==> config.mk <==
export PLATFORM = sky130hd
export DESIGN_NAME = lpwc_ctrl
export DESIGN_NICKNAME = d
export VERILOG_FILES = /design/src/design/lpwc_pkg.sv /design/src/design/lpwc_ctrl.sv
export VERILOG_INCLUDE_DIRS = /design/src /design/src/design
export SDC_FILE = /design/constraint.sdc
export NUM_CORES = 1
export LEC_CHECK = 0
export ABC_AREA = 1
export BUFFER_PORTS_ARGS = -buffer_cell sky130_fd_sc_hd__buf_4
export CORE_ASPECT_RATIO = 1.5
export CORE_MARGIN = 3
export CORE_UTILIZATION = 64
export CTS_CLUSTER_DIAMETER = 30
export DETAILED_ROUTE_END_ITERATION = 6
export GPL_TIMING_DRIVEN = 1
export PLACE_DENSITY = 0.84
export REMOVE_ABC_BUFFERS = 1
export SLEW_MARGIN = 20
export SYNTH_ARGS = -nofsm -noshare
export SYNTH_HDL_FRONTEND = slang
export SYNTH_SLANG_ARGS = --single-unit
==> constraint.sdc <==
create_clock -name clock -period 4.7 [get_ports clock]
set_input_delay 0.94 -clock clock [delete_from_list [all_inputs] [get_ports clock]]
set_output_delay 0.94 -clock clock [all_outputs]
set_load 0.1 [all_outputs]
==> src/design/lpwc_defs.svh <==
`ifndef LPWC_DEFS_SVH
`define LPWC_DEFS_SVH

// ----------------------------------------
// Timing
// ----------------------------------------
`define LPWC_CLK_HZ 50000000
`define LPWC_TICK_SECONDS 1
`define LPWC_TICK_CYCLES (`LPWC_CLK_HZ * `LPWC_TICK_SECONDS)

// ----------------------------------------
// Variant codes and delay width
// ----------------------------------------
`define LPWC_SEL_IDLE 2'h0
`define LPWC_SEL_SLEEP 2'h1
`define LPWC_SEL_STOP 2'h2
`define LPWC_DELAY_WIDTH 8

`endif

==> src/design/lpwc_pkg.sv <==
package lpwc_pkg;

   // ----------------------------------------
   // Power modes
   // ----------------------------------------
   typedef enum logic [1:0] {
      LPWC_NORMAL,
      LPWC_IDLE,
      LPWC_SLEEP,
      LPWC_STOP
   } lpwc_mode_type;

   // ----------------------------------------
   // Status carried out of the block
   // ----------------------------------------
   typedef struct packed {
      logic low_power;
      logic idle;
      logic sleep;
      logic stop;
   } lpwc_status_type;

endpackage

==> src/design/lpwc_ctrl.sv <==
// Notes on behaviour
// RULE_01 - Programmable whole-second inactivity delay held
// RULE_02 - Any host or line activity restarts count
// RULE_03 - Zero delay never enters low power
// RULE_04 - Expiry enters idle, sleep or stop
// RULE_05 - Ring or host transmit activity wakes
// RULE_06 - Idle: first host byte processed normally
// RULE_07 - Sleep/stop: waking byte is discarded
// RULE_08 - Host resends command lost at wake
// RULE_09 - One-second tick advances count, compared
`include "lpwc_defs.svh"

module lpwc_ctrl
   import lpwc_pkg::*;
#(
   parameter int TICK_CYCLES = `LPWC_TICK_CYCLES,
   parameter int DELAY_WIDTH = `LPWC_DELAY_WIDTH
) (
   // Clock and reset
   input wire logic clock,
   input wire logic rst,
   // Configuration
   input wire logic [DELAY_WIDTH-1:0] lowpower_delay_setting,
   input wire logic [1:0] lowpower_variant_select,
   // Activity sources
   input wire logic host_transmit_line,
   input wire logic host_byte_valid,
   input wire logic line_activity,
   input wire logic ring_detect,
   // Outputs
   output lpwc_mode_type mode,
   output lpwc_status_type status,
   output logic host_byte_accept,
   output logic wake_pulse
);

   // ----------------------------------------
   // Pin synchronisers
   // ----------------------------------------
   logic [1:0] txd_sync_r, line_sync_r, ring_sync_r;
   logic txd_prev_r;

   always_ff @(posedge clock or posedge rst) begin
      if (rst) begin
         txd_sync_r <= 2'h3;
         line_sync_r <= 2'h0;
         ring_sync_r <= 2'h0;
         txd_prev_r <= 1'b1;
      end else begin
         txd_sync_r <= {txd_sync_r[0], host_transmit_line};
         line_sync_r <= {line_sync_r[0], line_activity};
         ring_sync_r <= {ring_sync_r[0], ring_detect};
         txd_prev_r <= txd_sync_r[1];
      end
   end

   logic txd_act, line_act, ring_act;
   always_comb begin
      txd_act = txd_prev_r ^ txd_sync_r[1];
      line_act = line_sync_r[1];
      ring_act = ring_sync_r[1];
   end

   // ----------------------------------------
   // Second tick divider
   // ----------------------------------------
   localparam int TW = $clog2(TICK_CYCLES + 1);
   localparam logic [TW-1:0] TICK_LAST = TW'(TICK_CYCLES - 1);
   logic [TW-1:0] div_r, div_nxt;
   logic tick;
   logic [DELAY_WIDTH-1:0] sec_r, sec_nxt;
   lpwc_mode_type mode_r, mode_nxt;
   logic accept_r, accept_nxt, wake_r, wake_nxt;
   logic drop_r, drop_nxt;
   logic activity;

   always_comb begin
      activity = txd_act | line_act | host_byte_valid;
      tick = (div_r == TICK_LAST);
      div_nxt = tick ? '0 : div_r + TW'(1); // RULE_09
      if (activity || mode_r != LPWC_NORMAL) begin
         div_nxt = '0; // RULE_02
      end
   end

   // ----------------------------------------
   // Inactivity count and mode machine
   // ----------------------------------------
   always_comb begin
      sec_nxt = sec_r;
      mode_nxt = mode_r;
      accept_nxt = host_byte_valid;
      wake_nxt = 1'b0;
      drop_nxt = drop_r;
      unique case (mode_r)
         LPWC_NORMAL: begin
            accept_nxt = host_byte_valid & ~drop_r; // RULE_07
            if (host_byte_valid) begin
               drop_nxt = 1'b0;
            end
            if (activity) begin
               sec_nxt = '0; // RULE_02
            end else if (lowpower_delay_setting == '0) begin
               sec_nxt = '0; // RULE_03
            end else if (tick) begin
               sec_nxt = sec_r + DELAY_WIDTH'(1); // RULE_09
               if (sec_nxt >= lowpower_delay_setting) begin // RULE_01
                  sec_nxt = '0;
                  if (lowpower_variant_select == `LPWC_SEL_SLEEP) begin // RULE_04
                     mode_nxt = LPWC_SLEEP;
                  end else if (lowpower_variant_select == `LPWC_SEL_STOP) begin
                     mode_nxt = LPWC_STOP;
                  end else begin
                     mode_nxt = LPWC_IDLE;
                  end
               end
            end
         end
         LPWC_IDLE: begin
            if (ring_act || txd_act || host_byte_valid) begin
               mode_nxt = LPWC_NORMAL; // RULE_05
               wake_nxt = 1'b1;
            end
            accept_nxt = host_byte_valid; // RULE_06
            drop_nxt = 1'b0; // RULE_06
         end
         LPWC_SLEEP, LPWC_STOP: begin
            if (ring_act || txd_act || host_byte_valid) begin
               mode_nxt = LPWC_NORMAL; // RULE_05
               wake_nxt = 1'b1;
               drop_nxt = txd_act & ~host_byte_valid; // RULE_07
            end
            accept_nxt = 1'b0; // RULE_07
         end
      endcase
   end

   always_ff @(posedge clock or posedge rst) begin
      if (rst) begin
         div_r <= '0;
         sec_r <= '0;
         mode_r <= LPWC_NORMAL;
         accept_r <= 1'b0;
         wake_r <= 1'b0;
         drop_r <= 1'b0;
      end else begin
         div_r <= div_nxt;
         sec_r <= sec_nxt;
         mode_r <= mode_nxt;
         accept_r <= accept_nxt;
         wake_r <= wake_nxt;
         drop_r <= drop_nxt;
      end
   end

   // ----------------------------------------
   // Registered outputs
   // ----------------------------------------
   lpwc_status_type status_r;
   always_ff @(posedge clock or posedge rst) begin
      if (rst) begin
         status_r <= '0;
      end else begin
         status_r.low_power <= (mode_nxt != LPWC_NORMAL);
         status_r.idle <= (mode_nxt == LPWC_IDLE);
         status_r.sleep <= (mode_nxt == LPWC_SLEEP);
         status_r.stop <= (mode_nxt == LPWC_STOP);
      end
   end

   always_comb begin
      mode = mode_r;
      status = status_r;
      host_byte_accept = accept_r;
      wake_pulse = wake_r;
   end

   // ----------------------------------------
   // Assertions
   // ----------------------------------------
   property p_zero_delay;
      @(posedge clock) disable iff (rst)
      (lowpower_delay_setting == '0 && mode_r == LPWC_NORMAL) |=> mode_r == LPWC_NORMAL;
   endproperty
   a_zero_delay: assert property (p_zero_delay) else $error("entered low power with zero delay"); // RULE_03

   property p_restart;
      @(posedge clock) disable iff (rst)
      (mode_r == LPWC_NORMAL && activity) |=> sec_r == '0 && div_r == '0;
   endproperty
   a_restart: assert property (p_restart) else $error("activity did not restart count"); // RULE_02

   property p_enter;
      @(posedge clock) disable iff (rst)
      (mode_r == LPWC_NORMAL && !activity && tick && lowpower_delay_setting != '0
       && sec_r + DELAY_WIDTH'(1) >= lowpower_delay_setting
       && lowpower_variant_select == `LPWC_SEL_SLEEP) |=> mode_r == LPWC_SLEEP;
   endproperty
   a_enter: assert property (p_enter) else $error("sleep not entered at expiry"); // RULE_04

   property p_no_early;
      @(posedge clock) disable iff (rst)
      (mode_r == LPWC_NORMAL && !tick) |=> mode_r == LPWC_NORMAL;
   endproperty
   a_no_early: assert property (p_no_early) else $error("low power entered off a tick"); // RULE_01

   property p_wake;
      @(posedge clock) disable iff (rst)
      (mode_r != LPWC_NORMAL && ring_act) |=> mode_r == LPWC_NORMAL && wake_pulse;
   endproperty
   a_wake: assert property (p_wake) else $error("ring did not wake"); // RULE_05

   property p_idle_accept;
      @(posedge clock) disable iff (rst)
      (host_byte_valid && (mode_r == LPWC_IDLE || (mode_r == LPWC_NORMAL && !drop_r)))
      |=> host_byte_accept;
   endproperty
   a_idle_accept: assert property (p_idle_accept) else $error("idle byte dropped"); // RULE_06

   property p_sleep_drop;
      @(posedge clock) disable iff (rst)
      (host_byte_valid && (mode_r inside {LPWC_SLEEP, LPWC_STOP} || drop_r))
      |=> !host_byte_accept;
   endproperty
   a_sleep_drop: assert property (p_sleep_drop) else $error("waking byte accepted"); // RULE_07

   property p_drop_arm;
      @(posedge clock) disable iff (rst)
      (mode_r inside {LPWC_SLEEP, LPWC_STOP} && txd_act && !host_byte_valid) |=> drop_r;
   endproperty
   a_drop_arm: assert property (p_drop_arm) else $error("discard not armed"); // RULE_07

   property p_tick_period;
      @(posedge clock) disable iff (rst)
      tick |=> div_r == '0;
   endproperty
   a_tick_period: assert property (p_tick_period) else $error("divider not restarted"); // RULE_09

   property p_status;
      @(posedge clock) disable iff (rst)
      ##1 status.low_power == (mode_r != LPWC_NORMAL);
   endproperty
   a_status: assert property (p_status) else $error("status disagrees with mode");

   c_idle: cover property (@(posedge clock) disable iff (rst) mode_r == LPWC_IDLE);
   c_sleep: cover property (@(posedge clock) disable iff (rst) mode_r == LPWC_SLEEP);
   c_stop_wake: cover property (@(posedge clock) disable iff (rst)
      mode_r == LPWC_STOP ##1 mode_r == LPWC_NORMAL);
   c_byte_drop: cover property (@(posedge clock) disable iff (rst) drop_r && host_byte_valid);

endmodule

# After elaboration in Yosys (flattened, before gate mapping)
# Cells that the tools add are included.
dict set report word_totals {
  mem_bits_ro 0
  ram_bits 0
  mem_count 0
  latchBits 0
  inputBits 16
  regBits 50
  word_cells 67
  out_inout_bits 8
}
dict set report classes {
  order_cmp 1
  mux 20
  eq_ne 11
  bitwise 7
  addsub 2
  multipliers 0
  n_reduce_logical 12
  shift 0
  div_mod_pow 0
}
# op count
set ops {}
lappend ops {{$mux W26} 2}
lappend ops {{$mux W8} 4}
lappend ops {{$add A26 B1 Y26 const B} 1}
lappend ops {{$eq A26 B26 Y1 const B} 1}
lappend ops {{$mux W2} 7}
lappend ops {{$eq A2 B2 Y1 const B} 5}
lappend ops {{$add A8 B1 Y8 const B} 1}
lappend ops {{$ge A8 B8 Y1} 1}
lappend ops {{$logic_not A8 Y1} 1}
lappend ops {{$eq A2 B1 Y1 const B} 3}
lappend ops {{$pmux W1 S3} 2}
lappend ops {{$mux W1} 4}
lappend ops {{$ne A2 B2 Y1 const B} 2}
lappend ops {{$pmux W2 S2} 1}
lappend ops {{$reduce_and A2 Y1} 2}
lappend ops {{$reduce_bool A2 Y1} 2}
lappend ops {{$logic_or A1 B1 Y1} 3}
lappend ops {{$reduce_bool A3 Y1} 1}
lappend ops {{$reduce_or A3 Y1} 1}
lappend ops {{$and A1 B1 Y1} 2}
lappend ops {{$logic_not A2 Y1} 1}
lappend ops {{$not A1 Y1} 2}
lappend ops {{$or A1 B1 Y1} 2}
lappend ops {{$reduce_or A2 Y1} 1}
lappend ops {{$xor A1 B1 Y1} 1}

# Longest topological paths before layout
dict set report depth {
  ltp_word 9
  ltp_mapped 17
  mapped_depth_nobuf 17
}

# Worst setup path after synthesis
# OpenSTA, ideal clock, no wires.
dict set report synth_path {
  kind {reg2reg}
  start {register sec_r[0]}
  end {register sec_r[6]}
  period_less_slack_ns 2.138
  t_arrival_ns 2.073
  path_stages_with_launch 17
  n_path_buf 0
  setup_time_ns 0.065
  slack_ns 2.562
  required_ns 4.635
  path_cell_list {dfrtp_1 -> ha_1 -> nand3_1 -> nand3b_1 -> xnor2_1 -> ha_1 -> nand2_1 -> a21oi_1 -> nor2_1 -> nand2_1 -> inv_1 -> nand2_1 -> inv_1 -> nand2_1 -> nor2_8 -> nand2_2 -> nand2_1}
}
dict set report synth_via {
  elab_chain_cells 6
}
# element line
set synth_lines {}
lappend synth_lines {{from (decl)} lpwc_ctrl.sv:71} ;# logic [DELAY_WIDTH-1:0] sec_r, sec_nxt;
lappend synth_lines {{from (signal assigned)} lpwc_ctrl.sv:148} ;# sec_r <= sec_nxt;
lappend synth_lines {{$add A8 B1 Y8 *} lpwc_ctrl.sv:106} ;# sec_nxt = sec_r + DELAY_WIDTH'(1);
lappend synth_lines {{$ge A8 B8 Y1} lpwc_ctrl.sv:107} ;# if (sec_nxt >= lowpower_delay_setting) begin
lappend synth_lines {{$mux W8 *} lpwc_ctrl.sv:107}
lappend synth_lines {{$mux W8 *} lpwc_ctrl.sv:105} ;# end else if (tick) begin
lappend synth_lines {{$mux W8 *} lpwc_ctrl.sv:103} ;# end else if (lowpower_delay_setting == '0) begin
lappend synth_lines {{$mux W8 *} lpwc_ctrl.sv:101} ;# if (activity) begin
# Mark *: on every way between the ends. The rest lies on a longest branch, timed or not. The select of a mux whose other input is x is not followed.
# A chain may end at the register's enable or synchronous reset.

# Worst setup path after layout
dict set report layout_path {
  start {register sec_r[0]}
  end {register sec_r[2]}
}
# Same word-level chain as after synthesis.

==> impl_metrics.py <==
metrics = {
    "clocking": {
        "cts_tree": "yes",
        "clk_path_buf_depth": 2,
        "cts_setup_buffers": 0,
        "cts_max_level": 2,
        "cts_sinks": 50,
        "cts_made_buffers": 5,
        "cts-root-buf": "clkbuf_8",
        "path_clk_slew_ps": 90,
        "clkLatencyLatePin_ps": 300,
        "cts_resized": 0,
        "hold_buffers": 0,
    },
    "global_route": {
        "grt_max_degree": 51,
        "grt_pass1_vias": 2255,
        "antenna_found_initial": 0,
        "gr-total-overflow": 0,
        "grt_pass1_wl_mm": 8.92,
        "grt.total_usage_pct": 22.5,
    },
    "routing": {
        "ant_nets": 0,
        "drc_errors": 0,
        "firstDrtPassIters": 4,
        "vias": 2187,
        "routed_via_density": 5.30,
        "finalWirelength_mm": 5.19,
        "drt-initial-drc-count": 61,
        "routedWlPerCell_um": 12.6,
    },
    "power": {
        "p_switching_uw": 169,
        "p_int_uw": 559,
        "seqPwrFrac_pct": 60.2,
        "clkPwrFrac_pct": 32.8,
        "ir_drop_v": 0.000261,
        "p_leak_nw": 1.53,
        "swShare_pct": 23.2,
        "powerDensity_nw_per_um2": 236,
        "combPwrFrac_pct": 7.0,
    },
    "setup_path": {
        "critPathMaxFanout": 7,
        "r2r.worst_path.cells": 16,
        "start_kind": "register",
        "crit_required_ps": 4930,
        "worst-setup-path-type": "reg -> reg",
        "cp.arrival_ps": 2640,
        "endpoint_kind": "register",
    },
    "placement": {
        "place_congestion": 0.905,
        "io_buffers": 23,
        "placed_area_um2": 2990,
        "dp_hpwl_mm": 3.92,
    },
    "floorplan": {
        "coreArea_um2": 4060,
        "pin_count": 24,
        "die_area_um2": 5190,
        "initial_core_util_pct": 68.5,
        "std_cell_rows": 28,
        "die_w_um": 59.9,
        "die_y_um": 86.8,
    },
    "synth": {
        "syn_area_um2": 2780,
        "yosysSeqAreaShare_pct": 45.1,
        "synthCells": 339,
        "ys_warn_count": 0,
        "ys_ff_latch": 50,
        "synthDistinctLibCells": 31,
        "syn_area_per_cell_um2": 8.21,
    },
    "timing": {
        "rsz0062_at_grt": "no",
        "setup-tns-final_ps": 0,
        "worst_pin_slew_ps": 819,
        "finClkSkew_ps": 11.0,
        "fmax_mhz": 416,
        "setup_violations": 0,
        "min_period_over_period_pct": 51.1,
        "finalCriticalPeriod_ps": 2400,
        "drv_slew": 0,
        "slew_headroom_pct": 45.3,
        "finalHoldViolations": 0,
    },
    "run_status": {
        "status": "completed",
    },
    "finish": {
        "antenna_cells": 0,
        "drive_gt1_share_pct": 19.6,
        "area_growth_pct": 10.6,
        "fin_area_um2": 3080,
        "fin_nets": 394,
    },
    "min_path": {
        "hold_path.class": "reg -> reg",
        "holdPathStages": 0,
    },
    "job": {
        "drv_cap": 0,
    },
}
[state kept, by name (all words and copies together), names as in the netlist]
| register | flops |
|---|---|
| txd_sync_r | 2 |
| drop_r | 1 |
| status | 4 |
| line_sync_r | 2 |
| div_r | 26 |
| mode | 2 |
| wake_pulse | 1 |
| sec_r | 8 |
| txd_prev_r | 1 |
| host_byte_accept | 1 |
| ring_sync_r | 2 |
[layout make-up]
cell class / count / area, um2
clock buffers: 7 / 76.3
clock inverters: 1 / 7.51
fillers: 301 / 985
inverters: 54 / 204
multi-input cells: 233 / 1310
flip-flops and latches: 50 / 1250
well taps: 45 / 56.3
repair buffers: 23 / 173
[cells in the final DEF (no fill, tap or decap), drive strengths merged, types with 8 or more instances in the layout]
master  count
nand2      83
nor2       60
inv        53
dfrtp      47
buf        23
nand3      18
nor3       17
ha         11
xor2       10
a21oi       8
[per-stage QoR]
step           setup slack (ps)  total power [mW]  hold slack [ps]  util (%)  instances
2_1_floorplan              2560             0.479              331         -        337
3_3_place_gp               2330             0.497              336      73.7        405
3_5_place_dp               2220             0.499              340      73.7        405
4_1_cts                    2290             0.737              367      75.7        413
5_1_grt                    2070             0.761              372      75.8        413
6_report                   2300             0.728              368      75.8        413
[final timing paths]
check	from	end	slack, ps
worst max register to register	sec_r[0]$_DFFE_PP0P_	sec_r[2]$_DFFE_PP0P_	2300
worst max-delay path	sec_r[0]$_DFFE_PP0P_	sec_r[2]$_DFFE_PP0P_	2300
worst min-delay path	txd_sync_r[0]$_DFF_PP1_	txd_sync_r[1]$_DFF_PP1_	370
min in group asynchronous	rst	div_r[20]$_DFF_PP0_	770
worst min register to register	txd_sync_r[0]$_DFF_PP1_	txd_sync_r[1]$_DFF_PP1_	370
max in group asynchronous	rst	div_r[7]$_DFF_PP0_	3430
[power by group through the flow]
| stage | Clock, mW | Combinational [mW] | Sequential [mW] |
|---|---|---|---|
| after detailed placement | 0 | 0.0522 | 0.447 |
| after floorplan | 0 | 0.0300 | 0.449 |
| after global placement | 0 | 0.0502 | 0.447 |
| after global routing | 0.263 | 0.0591 | 0.439 |
| final | 0.239 | 0.0511 | 0.438 |
| after CTS | 0.246 | 0.0523 | 0.438 |
[Yosys cell counts]
cell type	count	area [um2]
nand3b_1	2	15.0
buf_6	1	11.3
ha_1	11	138
nor2_2	4	25.0
nor3_1	14	70.1
nand2_2	17	106
buf_4	1	7.51
inv_2	3	11.3
dfstp_2	3	78.8
nor2_1	49	184
nor2_4	6	67.6
o21a_1	1	7.51
nor3_2	3	30.0
nand3_2	2	20.0
a31oi_1	1	6.26
nor2_8	1	20.0
o21ai_0	4	20.0
xor2_1	10	87.6
and2_1	1	6.26
a21oi_1	8	40.0
nand3_1	16	80.1
nand4_1	7	43.8
o22ai_1	1	6.26
a211oi_1	2	15.0
nand2_4	3	33.8
dfrtp_1	47	1180
nor3b_1	1	7.51
inv_1	51	191
o21ai_1	3	15.0
nand2_1	63	236
xnor2_1	3	26.3
[metal layers]
layer	part of all wire [%]	up-vias	global-route usage (%)
met4	2.8	0	12.7
met1	39	1018	22.1
met5	0	-	0
met3	2.7	14	3.43
met2	56	38	42.4
li1	-	1117	-
[critical path, stage by stage, from the launching register on]
cell and delay [ps]:
dfrtp_1 430, ha_1 210, nand3_1 110, nand3b_1 200
xnor2_1 240, ha_1 280, nand2_1 80, a21oi_1 50
nor2_1 80, nand2_1 50, inv_1 40, nand2_1 80
inv_1 80, nand2_1 120, nor2_8 190, nand2_2 60
nand2_1 60
[cell families (layout without fill, tap and decap cells)]
| logic type | count (synthesis) | in the layout | synth area share (%) |
|---|---|---|---|
| compound gates | 20 | 20 | 3.96 |
| fa+ha+maj | 11 | 11 | 4.94 |
| flops | 50 | 50 | 45.1 |
| xor+xnor | 13 | 13 | 4.09 |
| buf+inv | 56 | 85 | 7.95 |
| simple gates | 189 | 189 | 34.0 |
Note: power is estimated with default switching activity, not from simulation.
